<file path="src/adc_cmd_pkg.sv">
// Constants, codes and carrier types of the serial command decoder.
package adc_cmd_pkg;

    // Frame shape, counted in serial clock edges.
    localparam logic [4:0] FRAME_LEN = 5'h10;
    localparam logic [4:0] CMD_LEN = 5'h04;

    // Command codes carried in the opcode nibble.
    localparam logic [3:0] OP_LAST_INPUT = 4'h7;
    localparam logic [3:0] OP_PWDN = 4'h8;
    localparam logic [3:0] OP_RD_SETUP = 4'h9;
    localparam logic [3:0] OP_WR_SETUP = 4'ha;
    localparam logic [3:0] OP_TEST_MID = 4'hb;
    localparam logic [3:0] OP_TEST_NEG = 4'hc;
    localparam logic [3:0] OP_TEST_POS = 4'hd;
    localparam logic [3:0] OP_FIFO_RD = 4'he;

    // Value of the setup register after reset.
    localparam logic [11:0] SETUP_RESET = 12'h000;

    // Sampling period lengths in serial clocks.
    localparam logic [4:0] SAMPLE_SHORT = 5'h0c;
    localparam logic [4:0] SAMPLE_LONG = 5'h18;

    // Conversion clock sources.
    localparam logic [1:0] CLK_OSC = 2'h0;
    localparam logic [1:0] CLK_SCLK = 2'h1;
    localparam logic [1:0] CLK_DIV4 = 2'h2;
    localparam logic [1:0] CLK_DIV2 = 2'h3;

    // Conversion modes.
    localparam logic [1:0] MODE_SINGLE = 2'h0;
    localparam logic [1:0] MODE_REPEAT = 2'h1;
    localparam logic [1:0] MODE_SWEEP = 2'h2;
    localparam logic [1:0] MODE_RSWEEP = 2'h3;

    // Sweep orders.
    localparam logic [1:0] ORDER_ALL = 2'h0;
    localparam logic [1:0] ORDER_TWICE = 2'h1;
    localparam logic [1:0] ORDER_DOUBLED = 2'h2;
    localparam logic [1:0] ORDER_ALTERNATE = 2'h3;

    // Sweep lengths, equal to the FIFO trigger levels.
    localparam logic [3:0] TRIG_LEN_FULL = 4'h8;
    localparam logic [3:0] TRIG_LEN_3Q = 4'h6;
    localparam logic [3:0] TRIG_LEN_HALF = 4'h4;
    localparam logic [3:0] TRIG_LEN_1Q = 4'h2;

    // Field layout of the setup register, most significant field first.
    typedef struct packed {
        logic ref_internal;
        logic ref_two_volt;
        logic long_sample;
        logic [1:0] clk_src;
        logic [1:0] conv_mode;
        logic [1:0] sweep_order;
        logic eoc_pin;
        logic [1:0] trig_level;
    } setup_type;

    // One serial input frame.
    typedef struct packed {
        logic [3:0] opcode_nibble;
        logic [11:0] field;
    } frame_type;

    // Link states.
    typedef enum logic [1:0] {
        ST_IDLE = 2'b00,
        ST_SHIFT = 2'b01
    } link_state_type;

endpackage

</file>
<file path="src/adc_serial_command_config.sv">
// Serial command decoder and setup register of a multichannel converter.
`timescale 1ns/1ps

// Operation
// - Sixteen-bit frames, MSB first, opcode then field.
// - Setup read sends four junk bits, then twelve.
// - Results occupy upper twelve bits, four trailing.
// - Results use unipolar straight binary coding.
// - Frame starts on chip select or strobe fall.
// - Opcodes pick analog inputs per variant.
// - Opcode 1000b enters software power-down.
// - Opcode 1001b returns setup in low bits.
// - Opcode 1010b writes setup; clock pauses tolerated.
// - Opcodes 1011b-1101b select internal test voltages.
// - Opcode 1110b reads FIFO, low nibble zero.
// - Setup register survives every power-down.
// - Bits 11-10 choose reference and its voltage.
// - Bit 9 sets sampling to 12 or 24.
// - Bits 8-7 choose the conversion clock source.
// - Bits 6-5 choose the conversion mode.
// - Bits 4-3 choose the sweep order.
// - Bit 2 makes status pin interrupt or EOC.
// - Bits 1-0 set trigger level and sweep length.
// - Input captured on rising or falling edges.
// - Output advances per edge, floats after bit sixteen.
module adc_serial_command_config
    import adc_cmd_pkg::*;
#(
    parameter bit FOUR_INPUT = 1'b0
) (
    // Clock and reset.
    input wire logic sys_clk,
    input wire logic nrst,
    // Serial link pins.
    input wire logic sclk,
    input wire logic cs_n,
    input wire logic frame_strobe,
    input wire logic sdi,
    output logic sdo_out,
    output logic sdo_oe,
    // Converter core side.
    input wire logic [11:0] result_word,
    input wire logic internal_oscillator_tick,
    input wire logic conv_busy,
    input wire logic conv_done,
    input wire logic [3:0] fifo_count,
    // Control outputs toward the converter core.
    output logic [3:0] mux_code,
    output logic sample_active,
    output logic convert_start,
    output logic conv_clk_tick,
    output logic fifo_pop,
    output logic power_down,
    output logic [2:0] sweep_input,
    // Status and setup.
    output logic status_pin,
    output logic host_dsp,
    output logic host_known,
    output setup_type conversion_setup
);

    // Tells whether an opcode starts a conversion on this variant.
    function automatic logic is_conv_op(input logic [3:0] op);
        logic in_ok;
        in_ok = (op <= OP_LAST_INPUT) && (!FOUR_INPUT || !op[0]);
        return in_ok || op == OP_TEST_MID || op == OP_TEST_NEG || op == OP_TEST_POS;
    endfunction

    // Maps a sweep step to the analog input to sample.
    function automatic logic [2:0] sweep_pick(input logic [1:0] order, input logic [2:0] step);
        logic [2:0] pick;
        pick = step;
        if (FOUR_INPUT) begin
            case (order)
                ORDER_TWICE: pick = {1'b0, step[1:0]};
                ORDER_DOUBLED: pick = {1'b0, step[2:1]};
                ORDER_ALTERNATE: pick = {2'b00, step[0]};
                default: pick = {1'b0, step[1:0]};
            endcase
        end else begin
            case (order)
                ORDER_TWICE: pick = {step[1:0], 1'b0};
                ORDER_DOUBLED: pick = {step[2:1], 1'b0};
                ORDER_ALTERNATE: pick = {1'b0, step[0], 1'b0};
                default: pick = step;
            endcase
        end
        return pick;
    endfunction

    // Pin history for edge detection.
    logic sclk_q_r, cs_q_r, fs_q_r, sclk_rise, sclk_fall, cs_fall, fs_fall;

    always_ff @(posedge sys_clk or negedge nrst) begin
        if (!nrst) begin
            sclk_q_r <= 1'b0;
            cs_q_r <= 1'b1;
            fs_q_r <= 1'b1;
        end else begin
            sclk_q_r <= sclk;
            cs_q_r <= cs_n;
            fs_q_r <= frame_strobe;
        end
    end

    // Edge strobes of the link pins.
    assign sclk_rise = sclk & ~sclk_q_r;
    assign sclk_fall = ~sclk & sclk_q_r;
    assign cs_fall = ~cs_n & cs_q_r;
    assign fs_fall = ~frame_strobe & fs_q_r;

    // Link state.
    link_state_type state_r, state_nxt;
    logic [4:0] bit_cnt_r, bit_cnt_nxt;
    logic [15:0] rx_r, rx_nxt, tx_r, tx_nxt;
    logic oe_r, oe_nxt, dsp_r, dsp_nxt;
    logic [3:0] op_r, op_nxt, cmd_op;
    setup_type setup_r;
    logic frame_start, active_edge, cmd_hit, frame_hit;
    frame_type frame_in;

    // Host type, frame start and link shifting.
    always_comb begin
        dsp_nxt = cs_fall ? ~frame_strobe : dsp_r;
        frame_start = (cs_fall & frame_strobe) | (dsp_r & fs_fall);
        active_edge = dsp_r ? sclk_fall : sclk_rise;
        state_nxt = state_r;
        bit_cnt_nxt = bit_cnt_r;
        rx_nxt = rx_r;
        tx_nxt = tx_r;
        oe_nxt = oe_r;
        op_nxt = op_r;
        cmd_hit = 1'b0;
        frame_hit = 1'b0;
        cmd_op = {rx_r[2:0], sdi};
        frame_in = {rx_r[14:0], sdi};
        case (state_r)
            ST_IDLE: begin
                if (frame_start) begin
                    state_nxt = ST_SHIFT;
                    bit_cnt_nxt = 5'h00;
                    tx_nxt = {result_word, 4'h0};
                    oe_nxt = 1'b1;
                end
            end
            ST_SHIFT: begin
                if (!dsp_r && cs_n) begin
                    state_nxt = ST_IDLE;
                    oe_nxt = 1'b0;
                end else if (active_edge) begin
                    rx_nxt = frame_in;
                    tx_nxt = {tx_r[14:0], 1'b0};
                    bit_cnt_nxt = 5'(bit_cnt_r + 5'h01);
                    if (bit_cnt_nxt == CMD_LEN) begin
                        cmd_hit = 1'b1;
                        op_nxt = cmd_op;
                        if (cmd_op == OP_RD_SETUP) begin
                            tx_nxt = {setup_r, 4'h0};
                        end
                    end
                    if (bit_cnt_nxt == FRAME_LEN) begin
                        frame_hit = 1'b1;
                        state_nxt = ST_IDLE;
                        oe_nxt = 1'b0;
                    end
                end
            end
            default: begin
                state_nxt = ST_IDLE;
                oe_nxt = 1'b0;
            end
        endcase
    end

    always_ff @(posedge sys_clk or negedge nrst) begin
        if (!nrst) begin
            state_r <= ST_IDLE;
            bit_cnt_r <= 5'h00;
            rx_r <= 16'h0000;
            tx_r <= 16'h0000;
            oe_r <= 1'b0;
            dsp_r <= 1'b0;
            op_r <= 4'h0;
        end else begin
            state_r <= state_nxt;
            bit_cnt_r <= bit_cnt_nxt;
            rx_r <= rx_nxt;
            tx_r <= tx_nxt;
            oe_r <= oe_nxt;
            dsp_r <= dsp_nxt;
            op_r <= op_nxt;
        end
    end

    // Command execution state.
    setup_type setup_nxt;
    logic pwdn_r, pwdn_nxt, known_r, known_nxt, pop_r, pop_nxt;
    logic [3:0] mux_r, mux_nxt;

    // Opcode actions and the setup register write.
    always_comb begin
        setup_nxt = setup_r;
        pwdn_nxt = pwdn_r;
        known_nxt = known_r;
        mux_nxt = mux_r;
        pop_nxt = 1'b0;
        if (frame_start) begin
            pwdn_nxt = 1'b0;
        end
        if (cmd_hit) begin
            if (is_conv_op(cmd_op)) begin
                mux_nxt = (FOUR_INPUT && cmd_op <= OP_LAST_INPUT) ?
                    {2'b00, cmd_op[2:1]} : cmd_op;
            end
            if (cmd_op == OP_PWDN) begin
                pwdn_nxt = 1'b1;
            end
            pop_nxt = (cmd_op == OP_FIFO_RD);
        end
        if (frame_hit && op_r == OP_WR_SETUP) begin
            setup_nxt = frame_in.field;
            known_nxt = 1'b1;
        end
    end

    always_ff @(posedge sys_clk or negedge nrst) begin
        if (!nrst) begin
            setup_r <= SETUP_RESET;
            pwdn_r <= 1'b0;
            known_r <= 1'b0;
            mux_r <= 4'h0;
            pop_r <= 1'b0;
        end else begin
            setup_r <= setup_nxt;
            pwdn_r <= pwdn_nxt;
            known_r <= known_nxt;
            mux_r <= mux_nxt;
            pop_r <= pop_nxt;
        end
    end

    // Sampling, conversion clock, sweep and status state.
    logic samp_r, samp_nxt, start_r, start_nxt, tick_r, tick_nxt;
    logic int_n_r, int_n_nxt, stat_r, stat_nxt, sweeping;
    logic [4:0] samp_cnt_r, samp_cnt_nxt, samp_len;
    logic [1:0] div_r, div_nxt;
    logic [2:0] step_r, step_nxt;
    logic [3:0] trig_len;

    // Sampling window, clock source, sweep stepping and the status pin.
    always_comb begin
        samp_len = setup_r.long_sample ? SAMPLE_LONG : SAMPLE_SHORT;
        case (setup_r.trig_level)
            2'h0: trig_len = TRIG_LEN_FULL;
            2'h1: trig_len = TRIG_LEN_3Q;
            2'h2: trig_len = TRIG_LEN_HALF;
            default: trig_len = TRIG_LEN_1Q;
        endcase
        sweeping = setup_r.conv_mode == MODE_SWEEP || setup_r.conv_mode == MODE_RSWEEP;
        samp_nxt = samp_r;
        samp_cnt_nxt = samp_cnt_r;
        start_nxt = 1'b0;
        if (cmd_hit && is_conv_op(cmd_op) && !samp_r) begin
            samp_nxt = 1'b1;
            samp_cnt_nxt = 5'h00;
        end else if (samp_r && active_edge) begin
            samp_cnt_nxt = 5'(samp_cnt_r + 5'h01);
            if (samp_cnt_nxt == samp_len) begin
                samp_nxt = 1'b0;
                start_nxt = 1'b1;
            end
        end
        div_nxt = sclk_rise ? 2'(div_r + 2'h1) : div_r;
        case (setup_r.clk_src)
            CLK_OSC: tick_nxt = internal_oscillator_tick;
            CLK_SCLK: tick_nxt = sclk_rise;
            CLK_DIV4: tick_nxt = sclk_rise & (div_r == 2'h3);
            CLK_DIV2: tick_nxt = sclk_rise & div_r[0];
            default: tick_nxt = 1'b0;
        endcase
        step_nxt = step_r;
        if (frame_hit && op_r == OP_WR_SETUP) begin
            step_nxt = 3'h0;
        end else if (sweeping && conv_done) begin
            step_nxt = ({1'b0, step_r} == 4'(trig_len - 4'h1)) ? 3'h0 : 3'(step_r + 3'h1);
        end
        int_n_nxt = int_n_r;
        if (frame_start) begin
            int_n_nxt = 1'b1;
        end
        if ((setup_r.conv_mode == MODE_SINGLE && conv_done) ||
            (setup_r.conv_mode != MODE_SINGLE && fifo_count >= trig_len)) begin
            int_n_nxt = 1'b0;
        end
        stat_nxt = setup_r.eoc_pin ? ~conv_busy : int_n_r;
    end

    always_ff @(posedge sys_clk or negedge nrst) begin
        if (!nrst) begin
            samp_r <= 1'b0;
            samp_cnt_r <= 5'h00;
            start_r <= 1'b0;
            div_r <= 2'h0;
            tick_r <= 1'b0;
            step_r <= 3'h0;
            int_n_r <= 1'b1;
            stat_r <= 1'b1;
        end else begin
            samp_r <= samp_nxt;
            samp_cnt_r <= samp_cnt_nxt;
            start_r <= start_nxt;
            div_r <= div_nxt;
            tick_r <= tick_nxt;
            step_r <= step_nxt;
            int_n_r <= int_n_nxt;
            stat_r <= stat_nxt;
        end
    end

    // Outputs, taken from registers except sweep_input, which is decoded from step_r and the sweep order.
    assign sdo_out = tx_r[15];
    assign sdo_oe = oe_r;
    assign mux_code = mux_r;
    assign sample_active = samp_r;
    assign convert_start = start_r;
    assign conv_clk_tick = tick_r;
    assign fifo_pop = pop_r;
    assign power_down = pwdn_r;
    assign sweep_input = sweep_pick(setup_r.sweep_order, step_r);
    assign status_pin = stat_r;
    assign host_dsp = dsp_r;
    assign host_known = known_r;
    assign conversion_setup = setup_r;

endmodule

</file>
<file path="config.mk">
export PLATFORM = sky130hd
export DESIGN_NAME = adc_serial_command_config
export DESIGN_NICKNAME = d
export VERILOG_FILES = /design/src/adc_cmd_pkg.sv /design/src/adc_serial_command_config.sv
export SDC_FILE = /design/constraint.sdc
export NUM_CORES = 1
export LEC_CHECK = 0
export ABC_CLOCK_PERIOD_IN_PS = 4600
export BUFFER_PORTS_ARGS = -buffer_cell sky130_fd_sc_hd__buf_2
export CORE_MARGIN = 3
export CORE_UTILIZATION = 61
export DETAILED_ROUTE_END_ITERATION = 8
export GPL_TIMING_DRIVEN = 0
export PLACE_DENSITY = 0.85
export SLEW_MARGIN = 20
export SYNTH_ARGS = -nofsm -noshare
export SYNTH_HDL_FRONTEND = slang
export SYNTH_SLANG_ARGS = --single-unit
</file>
<file path="constraint.sdc">
create_clock -name sys_clk -period 4.6 [get_ports sys_clk]
set_input_delay 0.92 -clock sys_clk [delete_from_list [all_inputs] [get_ports sys_clk]]
set_output_delay 0.92 -clock sys_clk [all_outputs]
set_load 0.05 [all_outputs]
</file>
==> results of run 1 <==
## final timing paths
check / startpoint / endpoint / slack, ns
max: conversion_setup[3]$_DFFE_PN0P_ / sweep_input[1] / 2.26
min: host_known$_DFFE_PN0P_ / host_known$_DFFE_PN0P_ / 0.47
max reg2reg: bit_cnt_r[0]$_DFFE_PN0P_ / conversion_setup[7]$_DFFE_PN0P_ / 2.38
min reg2reg: host_known$_DFFE_PN0P_ / host_known$_DFFE_PN0P_ / 0.47
max in group asynchronous: nrst / int_n_r$_DFFE_PN1P_ / 3.50
min in group asynchronous: nrst / rx_r[6]$_DFFE_PN0P_ / 0.50
## synthesized netlist by cell type (2+ instances only)
cell type	instances	area [µm²]
xor2_1	7	61.3
nor3b_1	4	30.0
and3_1	3	18.8
nor2_1	12	45.0
mux2_2	8	90.1
buf_2	5	25.0
o22ai_1	3	18.8
and3b_1	2	17.5
nand4_1	3	18.8
o21ai_1	13	65.1
mux2_1	7	78.8
inv_1	14	52.6
clkbuf_1	5	18.8
o21ai_0	13	65.1
buf_6	2	22.5
nor2b_1	4	25.0
nand3_1	5	25.0
a31oi_1	2	12.5
xnor2_1	3	26.3
buf_4	2	15.0
dfstp_2	4	105
nand2b_1	6	37.5
a21oi_1	8	40.0
a22oi_1	11	82.6
nor2_2	2	12.5
mux2i_1	12	120
ha_1	11	138
o211ai_1	2	15.0
nand2_1	60	225
nand3b_1	5	37.5
dfrtp_1	67	1680
or2_2	3	18.8
## routing by layer
metal  global-route usage, %  part of all wire (%)  up-vias  wire length (µm)
li1                        -                     -     1298                 -
met1                    35.8                    47     1320              3560
met2                    36.9                    46       71              3500
met3                    3.95                   4.4       13               334
met4                    11.5                   2.3        0               172
met5                       0                     0        -                 0
## report_power, final
part / internal (W) / switching (W)
logic: 0.000175 / 0.000275
registers: 0.000753 / 0.000113
clock network: 0.000257 / 0.000252
## metrics by stage
step	setup slack [ns]	power (W)	utilization [%]	std cells
after CTS	2.24	0.00183	76.5	473
after detailed placement	2.00	0.00132	72.7	457
after global placement	2.04	0.00129	72.2	456
after floorplan	1.85	0.00119	-	333
final	2.26	0.00182	76.5	473
after global routing	2.18	0.00194	76.5	473
## registers in the layout, summed over array words and instances, names as in the netlist, 2 cells and up
signal,flops
conversion_setup,12
op_r,4
step_r,3
mux_code,4
rx_r,11
div_r,2
tx_r,12
bit_cnt_r,5
samp_cnt_r,5
## cell type report
class	count	area (µm²)
multi-input cells	234	1590
repair buffers	54	288
clock inverters	7	82.6
flip-flops and latches	71	1780
well taps	70	87.6
plain buffers	14	81.3
inverters	14	52.6
clock buffers	9	124
fillers	386	1250
## kinds of logic after synthesis
logic type	after synthesis	share of synthesized area [%]
buf+inv	28	3.82
xor+xnor	10	2.50
simple gates	120	18.1
flops	71	50.9
mux	27	8.26
fa+ha+maj	11	3.93
compound gates	66	12.5
## worst register-to-register path: cells and delay by family (launching register included)
kind                       cells  cell delay [ns]
AOI/OAI and AO/OA              1             0.14
adders and majority gates      1             0.30
buffers and inverters          1             0.21
DFF                            1             0.46
muxes                          1             0.32
and+or+nand+nor                3             0.68
==> impl_metrics.yaml, run 1 <==
sta:
  timing_hold_violations_final: 0
  maxSlewViolCount: 0
  setup_viol: 0
  setup_tns_ns: 0
  tightest_slew_ns: 0.532
  fin_skew_ns: 0.0118
  maxSlewHeadroom_pct: 64.5
  finalCritPeriodShare_pct: 51.0
  min_period_ns: 2.34
  fmax_mhz: 427
  rsz0062_at_grt: "false"
  fin_hold_ws_ns: 0.468
synthesis:
  synth_edf_count: 0
  synth_ff_type: "dfrtp_1"
  ys_ff_latch: 71
  syn_nets: 369
  ys_types: 57
  syn_inst: 333
  ys_warn_count: 0
  seq_area_frac_synth_pct: 50.9
  synthArstFlopShare_pct: 100
  netlist_area_um2: 3500
  synth.avg_cell_area_um2: 10.5
global_route:
  grt_pass1_vias: 2536
  gr-total-overflow: 0
  grt_max_degree: 40
  grt_first_pass_wirelength_um: 12300
  grt_usage_pct: 24.8
  antenna_found_initial: 0
run_status:
  status: "finished, final reports clean"
setup_path:
  worst_path_max_delay_cell: "dfrtp_1"
  critPathTopFamily: "flip-flops"
  cp_num_cells: 2
  end_kind: "primary output"
  reg2regPathDepth: 7
  start_kind: "register"
  critPathMaxStageDelay_ns: 0.50
  critPathKind: "reg2out"
  crit_chain: "mux2_2 > buf_2"
  critical_path_required_ns: 3.68
  path_buf_inv: 1
  cp.arrival_ns: 1.42
  worstPathMaxFanout: 7
place:
  dp_hpwl_um: 5510
  numPortBuffers: 53
  gp_congestion: 0.779
  dpl_cell_area_um2: 3880
clock_network:
  postCtsHoldBufs: 0
  insertion_delay_ns: 0.35
  cts_tree: "built"
  cts_max_level: 3
  cts_root_buffer: "clkbuf_8"
  clkTransAtPathRegs_ns: 0.08
  postCtsSetupBuffers: 0
  cts_sinks: 71
  cts_made_buffers: 9
  cts-resized-gates: 0
  clockBufferDepth: 2
power:
  powerDensity_nw_per_um2: 447
  p_leak_nw: 2.14
  peakVddDrop_uv: 287
route:
  wl_per_cell_um: 16.0
  wl_um: 7570
  via_count: 2702
  drtAntennaViolNets: 0
  drc: 0
  detailedRoute.firstIterationViolations: 229
  drt_first_pass_iters: 4
  avgViaCountPerCell: 5.71
floorplanning:
  fp.dieW_um: 81.8
  rows: 26
  core-area_um2: 5340
  die_height_um: 81.8
  dieArea_um2: 6680
  ios: 54
  initial_core_util_pct: 65.6
final_layout:
  area_growth_pct: 16.6
  drive_gt1_share_pct: 25.6
  antenna-diode-count: 0
  final_cell_mix: "dfrtp_1 (67), nand2_1 (60), buf_2 (57), inv_1 (14)"
  layout_commonest_cell: "dfrtp_1"
  fin_nets: 434
  final_cell_area_um2: 4080
worst_hold_path:
  holdPathStages: 1
  hold_class: "reg2reg"
flow_run:
  cap_violations: 0
Power figures use the tool's default switching activity.
==> run 2: changes to the inputs <==
ABC_AREA = 1   (was not set)
ABC_CLOCK_PERIOD_IN_PS = 2400   (was 4600)
CORE_UTILIZATION = 57   (was 61)
PLACE_DENSITY = 0.79   (was 0.85)
clock period = 2.4 ns   (was 4.6 ns; I/O delays follow)
==> run 2 against run 1 <==
- clock skew is 0.0048 ns lower
- first-iteration DRC count fell by 17%
- final area up 9.3%
- hold slack worse by 0.44 ns
- non-clock buffer count increased by 1
- critical path depth grew 4
- utilization shrank 7.0 points
==> impl_metrics.yaml, run 2 <==
run_status:
  status: "finished, final reports clean"
sta:
  rsz0062_at_grt: "false"
  maxSlewViolCount: 0
  min_period_ns: 1.94
  tightest_slew_ns: 0.530
  finalCritPeriodShare_pct: 80.8
  maxSlewHeadroom_pct: 64.7
  timing_hold_violations_final: 0
  fmax_mhz: 516
  setup_viol: 0
  fin_skew_ns: 0.00699
  setup_tns_ns: 0
final_layout:
  antenna-diode-count: 0
  area_growth_pct: 17.0
  fin_cells: 604
  final_cell_mix: "nand2_1 (130), dfrtp_1 (67), buf_2 (55), inv_1 (46), nand3_1 (39)"
  drive_gt1_share_pct: 24.3
  layout_commonest_cell: "nand2_1"
  fin_nets: 558
synthesis:
  yosysMostFrequentCell: "nand2_1"
  synth_area_leaders: "dfrtp_1 (44%), nand2_1 (13%), nand3_1 (5.1%)"
  syn_inst: 457
  netlist_area_um2: 3820
  synth_top_area_cell: "dfrtp_1"
  ys_types: 39
  synthArstFlopShare_pct: 100
  synth_common_cells: "nand2_1 (130), dfrtp_1 (67), inv_1 (46), nand3_1 (39), nor2_1 (26)"
  synth.avg_cell_area_um2: 8.35
  syn_nets: 493
  synth_edf_count: 0
  ys_ff_latch: 71
  seq_area_frac_synth_pct: 46.7
  ys_warn_count: 0
  synth_ff_type: "dfrtp_1"
  synth.top_cell.area_share_pct: 43.9
clock_network:
  cts_sinks: 71
  cts_max_level: 3
  insertion_delay_ns: 0.35
  clockBufferDepth: 2
  postCtsHoldBufs: 0
  cts_tree: "built"
  clkTransAtPathRegs_ns: 0.08
  cts_made_buffers: 9
  postCtsSetupBuffers: 0
  cts-resized-gates: 0
  cts_root_buffer: "clkbuf_8"
route:
  drt_first_pass_iters: 5
  avgViaCountPerCell: 5.54
  wl_um: 8900
  wl_per_cell_um: 14.7
  drtAntennaViolNets: 0
  drc: 0
  via_count: 3344
  detailedRoute.firstIterationViolations: 191
power:
  p_sw_share_pct: 37.2
  p_leak_nw: 2.37
  p_seq_share_pct: 40.5
  p_int_w: 0.00264
  switching_power_w: 0.00156
  powerDensity_nw_per_um2: 941
  p_clk_share_pct: 28.8
  power_frac_comb_pct: 30.7
  peakVddDrop_uv: 498
floorplanning:
  fp.dieW_um: 87.8
  core-area_um2: 6420
  die_height_um: 87.8
  rows: 29
  initial_core_util_pct: 59.4
  dieArea_um2: 7710
  ios: 54
place:
  numPortBuffers: 53
  dp.cells: 588
  gp_congestion: 0.871
  dp_hpwl_um: 6400
global_route:
  grt_pass1_vias: 3075
  grt_usage_pct: 24.8
  grt_first_pass_wirelength_um: 14700
  grt_max_degree: 49
  gr-total-overflow: 0
  antenna_found_initial: 0
worst_hold_path:
  hold_class: "in2async"
setup_path:
  critical_path_required_ns: 2.64
  critPathKind: "reg2reg"
  r2r_setup_slack_ns: 0.46
  cp.arrival_ns: 2.18
  start_kind: "register"
  worstPathMaxFanout: 10
  end_kind: "register"
flow_run:
  cap_violations: 0
-- run 2: changes by cell type in the layout (fill, tap and decap cells not counted), moves of 7 or more --
cell / delta
nand2_1: +70
nand3_1: +34
inv_1: +32
nor2_1: +14
mux2i_1: -12
o21ai_2: +11
o21ai_0: +10
mux2_2: -8
mux2_1: -7
-- run 2: final timing paths --
path / start / end / cells past startpoint
max in group asynchronous: nrst / fs_q_r$_DFF_PN1_ / 2
worst max-delay path: cs_q_r$_DFF_PN1_ / tx_r[14]$_DFFE_PN0P_ / 6
min in group sys_clk: cs_n / cs_q_r$_DFF_PN1_ / 1
worst max register to register: cs_q_r$_DFF_PN1_ / tx_r[14]$_DFFE_PN0P_ / 6
worst min register to register: host_known$_DFFE_PN0P_ / host_known$_DFFE_PN0P_ / 1
worst min-delay path: nrst / step_r[2]$_DFFE_PN0P_ / 1
-- run 2: area by class of cell --
| class | count | area [µm²] |
|---|---|---|
| multi-input cells | 320 | 1740 |
| flip-flops and latches | 71 | 1780 |
| well taps | 77 | 96.3 |
| plain buffers | 15 | 101 |
| clock buffers | 11 | 151 |
| fillers | 499 | 1960 |
| inverters | 51 | 191 |
| repair buffers | 54 | 295 |
| clock inverters | 5 | 104 |
-- run 2: metal layers --
layer  part of all wire (%)  GRT usage [%]
met4                    2.2           8.93
met3                    5.2           4.52
met1                     44           32.5
met5                      0              0
met2                     49           41.4
-- run 2: cells by family (layout without fill, tap and decap cells) --
group,after synthesis,after routing,synth area share (%)
and+or+nand+nor,224,224,27.4
AOI/OAI and AO/OA,80,80,13.5
DFF,71,71,46.7
buffers and inverters,66,136,7.67
adders and majority gates,11,11,3.61
xor gates and xnor gates,5,5,1.15
-- run 2: critical path, cell delays in order, from the launching register on --
cell and delay [ns]:
dfstp_2 0.51, nand2_1 0.07, o21ai_1 0.39, nand2_1 0.21, clkbuf_1 0.31, a22oi_1 0.27, a21oi_2 0.08
-- run 2: metrics by stage --
stage | utilization [%] | power [W] | hold slack, ns | setup WS (ns) | area (µm²)
4_1_cts | 69.5 | 0.00420 | 0.0435 | 0.485 | 4460
3_3_place_gp | 65.0 | 0.00294 | 0.444 | 0.340 | 4180
5_1_grt | 69.5 | 0.00446 | 0.0438 | 0.284 | 4460
3_5_place_dp | 65.5 | 0.00300 | 0.414 | 0.324 | 4210
2_1_floorplan | - | 0.00267 | 0.184 | 0.131 | 3820
6_report | 69.5 | 0.00420 | 0.0286 | 0.462 | 4460
-- run 2: power by group through the flow --
stage | Combinational (W) | Clock [W] | Sequential [W]
finish | 0.00129 | 0.00121 | 0.00170
global route | 0.00146 | 0.00126 | 0.00173
CTS | 0.00129 | 0.00122 | 0.00169
detailed placement | 0.00128 | 0 | 0.00171
global placement | 0.00124 | 0 | 0.00170
floorplan | 0.000942 | 0 | 0.00172
==> run 3: changes to the inputs <==
ABC_CLOCK_PERIOD_IN_PS = 1890   (was 2400)
clock period = 1.89 ns   (was 2.4 ns; I/O delays follow)
==> run 3 against run 2 <==
- register-to-register slack got worse by 0.31 ns
- largest power group unchanged
- sequential cell count did not move
- first-iteration DRC count fell by 17%
- clock-buffer cell count did not move
==> impl_metrics.yaml, run 3 (synthesis results as in run 2) <==
sta:
  fin_skew_ns: 0.00766
  rsz0062_at_grt: "false"
  fmax_mhz: 576
  tightest_slew_ns: 0.611
  min_period_ns: 1.74
  setup_tns_ns: 0
  finalCritPeriodShare_pct: 91.9
  maxSlewHeadroom_pct: 59.3
  maxSlewViolCount: 0
  setup_viol: 0
  timing_hold_violations_final: 0
global_route:
  met1_usage_pct: 32.3
  grtUsageMet3_pct: 6.49
  grt.busiest_layer: "met2"
  gr-total-overflow: 0
  grt_pass1_vias: 3305
  grt_max_degree: 37
  use_met2_pct: 44.3
  antenna_found_initial: 0
  grt_usage_pct: 26.2
  grt_first_pass_wirelength_um: 15500
setup_path:
  worst_path_max_delay_cell: "dfrtp_2"
  r2r_end: "conversion_setup[0]$_DFFE_PN0P_"
  worst_path_most_repeated_cell: "nand2_1"
  critical_path_required_ns: 2.14
  end_kind: "register"
  start_kind: "register"
  critPathMaxStageDelay_ns: 0.46
  r2r_setup_slack_ns: 0.15
  critPathKind: "reg2reg"
  cp.arrival_ns: 1.98
  rr_startpoint: "bit_cnt_r[0]$_DFFE_PN0P_"
  worstPathMaxFanout: 10
  crit_chain: "ha_2 > inv_1 > nand2_1 > nand2_2 > nand3_1 > nor2_4 > nand2_4 > buf_6 > nand2_1 > o21ai_2"
  reg2regPathDepth: 10
route:
  drt_first_pass_iters: 4
  wl_um: 9270
  detailedRoute.firstIterationViolations: 159
  via_count: 3336
  avgViaCountPerCell: 5.50
  wl_per_cell_um: 15.3
  drtAntennaViolNets: 0
  drc: 0
place:
  numPortBuffers: 53
  dp_hpwl_um: 6630
  gp_congestion: 0.869
  dpl_cell_area_um2: 4200
floorplanning:
  rows: 29
  core-area_um2: 6420
  ios: 54
  dieArea_um2: 7710
  initial_core_util_pct: 59.4
  fp.dieW_um: 87.8
  die_height_um: 87.8
worst_hold_path:
  hold_end: "fs_q_r$_DFF_PN1_"
  min_from: "frame_strobe"
  holdPathStages: 1
  hold_class: "in2reg"
flow_run:
  cap_violations: 0
final_layout:
  multi_input_area_um2: 1760
  final_cell_mix: "nand2_1 (130), dfrtp_1 (64), buf_2 (54), inv_1 (46), nand3_1 (39)"
  layout_commonest_cell: "nand2_1"
  seqCellArea_um2: 1790
  drive_gt1_share_pct: 25.1
  fillers: 531
  final_cell_area_um2: 4480
  fin_nets: 560
  antenna-diode-count: 0
  area_growth_pct: 17.5
clock_network:
  cts_root_buffer: "clkbuf_8"
  cts_max_level: 3
  insertion_delay_ns: 0.35
  cts_tree: "built"
  cts_made_buffers: 9
  clkTransAtPathRegs_ns: 0.08
  clockBufferDepth: 2
  cts_sinks: 71
run_status:
  status: "finished, final reports clean"
power:
  p_leak_nw: 2.36
  finalPower_w: 0.00531
  powerDensity_nw_per_um2: 1180
  peakVddDrop_uv: 819
-- run 3: cell count changes in the layout (fill, tap and decap cells not counted), sizes merged --
cell         previous run  this run
clkinv                  2         1
clkbuf                 14        15
dlygate4sd3             0         1
clkinvlp                0         1
-- run 3: how the worst max path moves through the flow --
| stage | depth (start not counted) | to | slack, ns | start |
|---|---|---|---|---|
| 2_1_floorplan | 1 | sweep_input[1] | -0.28 | conversion_setup[3]$_DFFE_PN0P_ |
| 3_3_place_gp | 1 | conversion_setup[1]$_DFFE_PN0P_ | -0.05 | nrst |
| 3_5_place_dp | 9 | tx_r[11]$_DFFE_PN0P_ | -0.08 | cs_n |
| 4_1_cts | 10 | conversion_setup[0]$_DFFE_PN0P_ | 0.07 | bit_cnt_r[0]$_DFFE_PN0P_ |
| 5_1_grt | 10 | int_n_r$_DFFE_PN1P_ | 0.009 | conversion_setup[1]$_DFFE_PN0P_ |
| 6_report | 10 | conversion_setup[0]$_DFFE_PN0P_ | 0.15 | bit_cnt_r[0]$_DFFE_PN0P_ |
-- run 3: where the power goes --
part / internal (W) / switching [W] / total [W]
Sequential: 0.00186 / 0.000316 / 0.00217
Combinational: 0.000555 / 0.00111 / 0.00167
Clock: 0.000880 / 0.000590 / 0.00147
Total: 0.00329 / 0.00202 / 0.00531
-- run 3: worst max-delay path, delay by kind of cell, from the launching register on --
family          cells  cell delay (ns)
flops               1             0.46
fa+ha+maj           1             0.23
buf+inv             2             0.23
compound gates      1             0.05
simple gates        6             0.65
-- run 3: per-layer routing --
metal,wire (µm),vias up
li1,-,1625
met3,365,22
met1,4040,1608
met2,4640,81
met4,226,0
met5,0,-
-- run 3: repair_timing --
action,4_1_cts,5_1_grt
pin swaps,0,0
hold buffers,1,0
resized for setup,1,9
setup endpoints to repair,7,38
buffers inserted,0,1
endpoints found under the hold margin,35,0
-- run 3: layout make-up --
cell class	instances	area share (%)
buffer	15	2.34
clock buffer	11	2.93
clock inverter	5	2.37
inverter	51	4.27
multi-input combinational	320	39.3
sequential	71	39.8
tap	77	2.15
timing repair buffer	56	6.81
-- run 3: stage by stage --
step                worst slack [ns]  cells  hold WS [ns]  utilization, %
floorplan                     -0.277    457        0.0824               -
global placement             -0.0526    587         0.445            65.1
detailed placement           -0.0797    588         0.365            65.4
CTS                           0.0662    605         0.127            69.3
global route                 0.00879    606         0.119            69.8
finish                         0.154    606         0.137            69.8
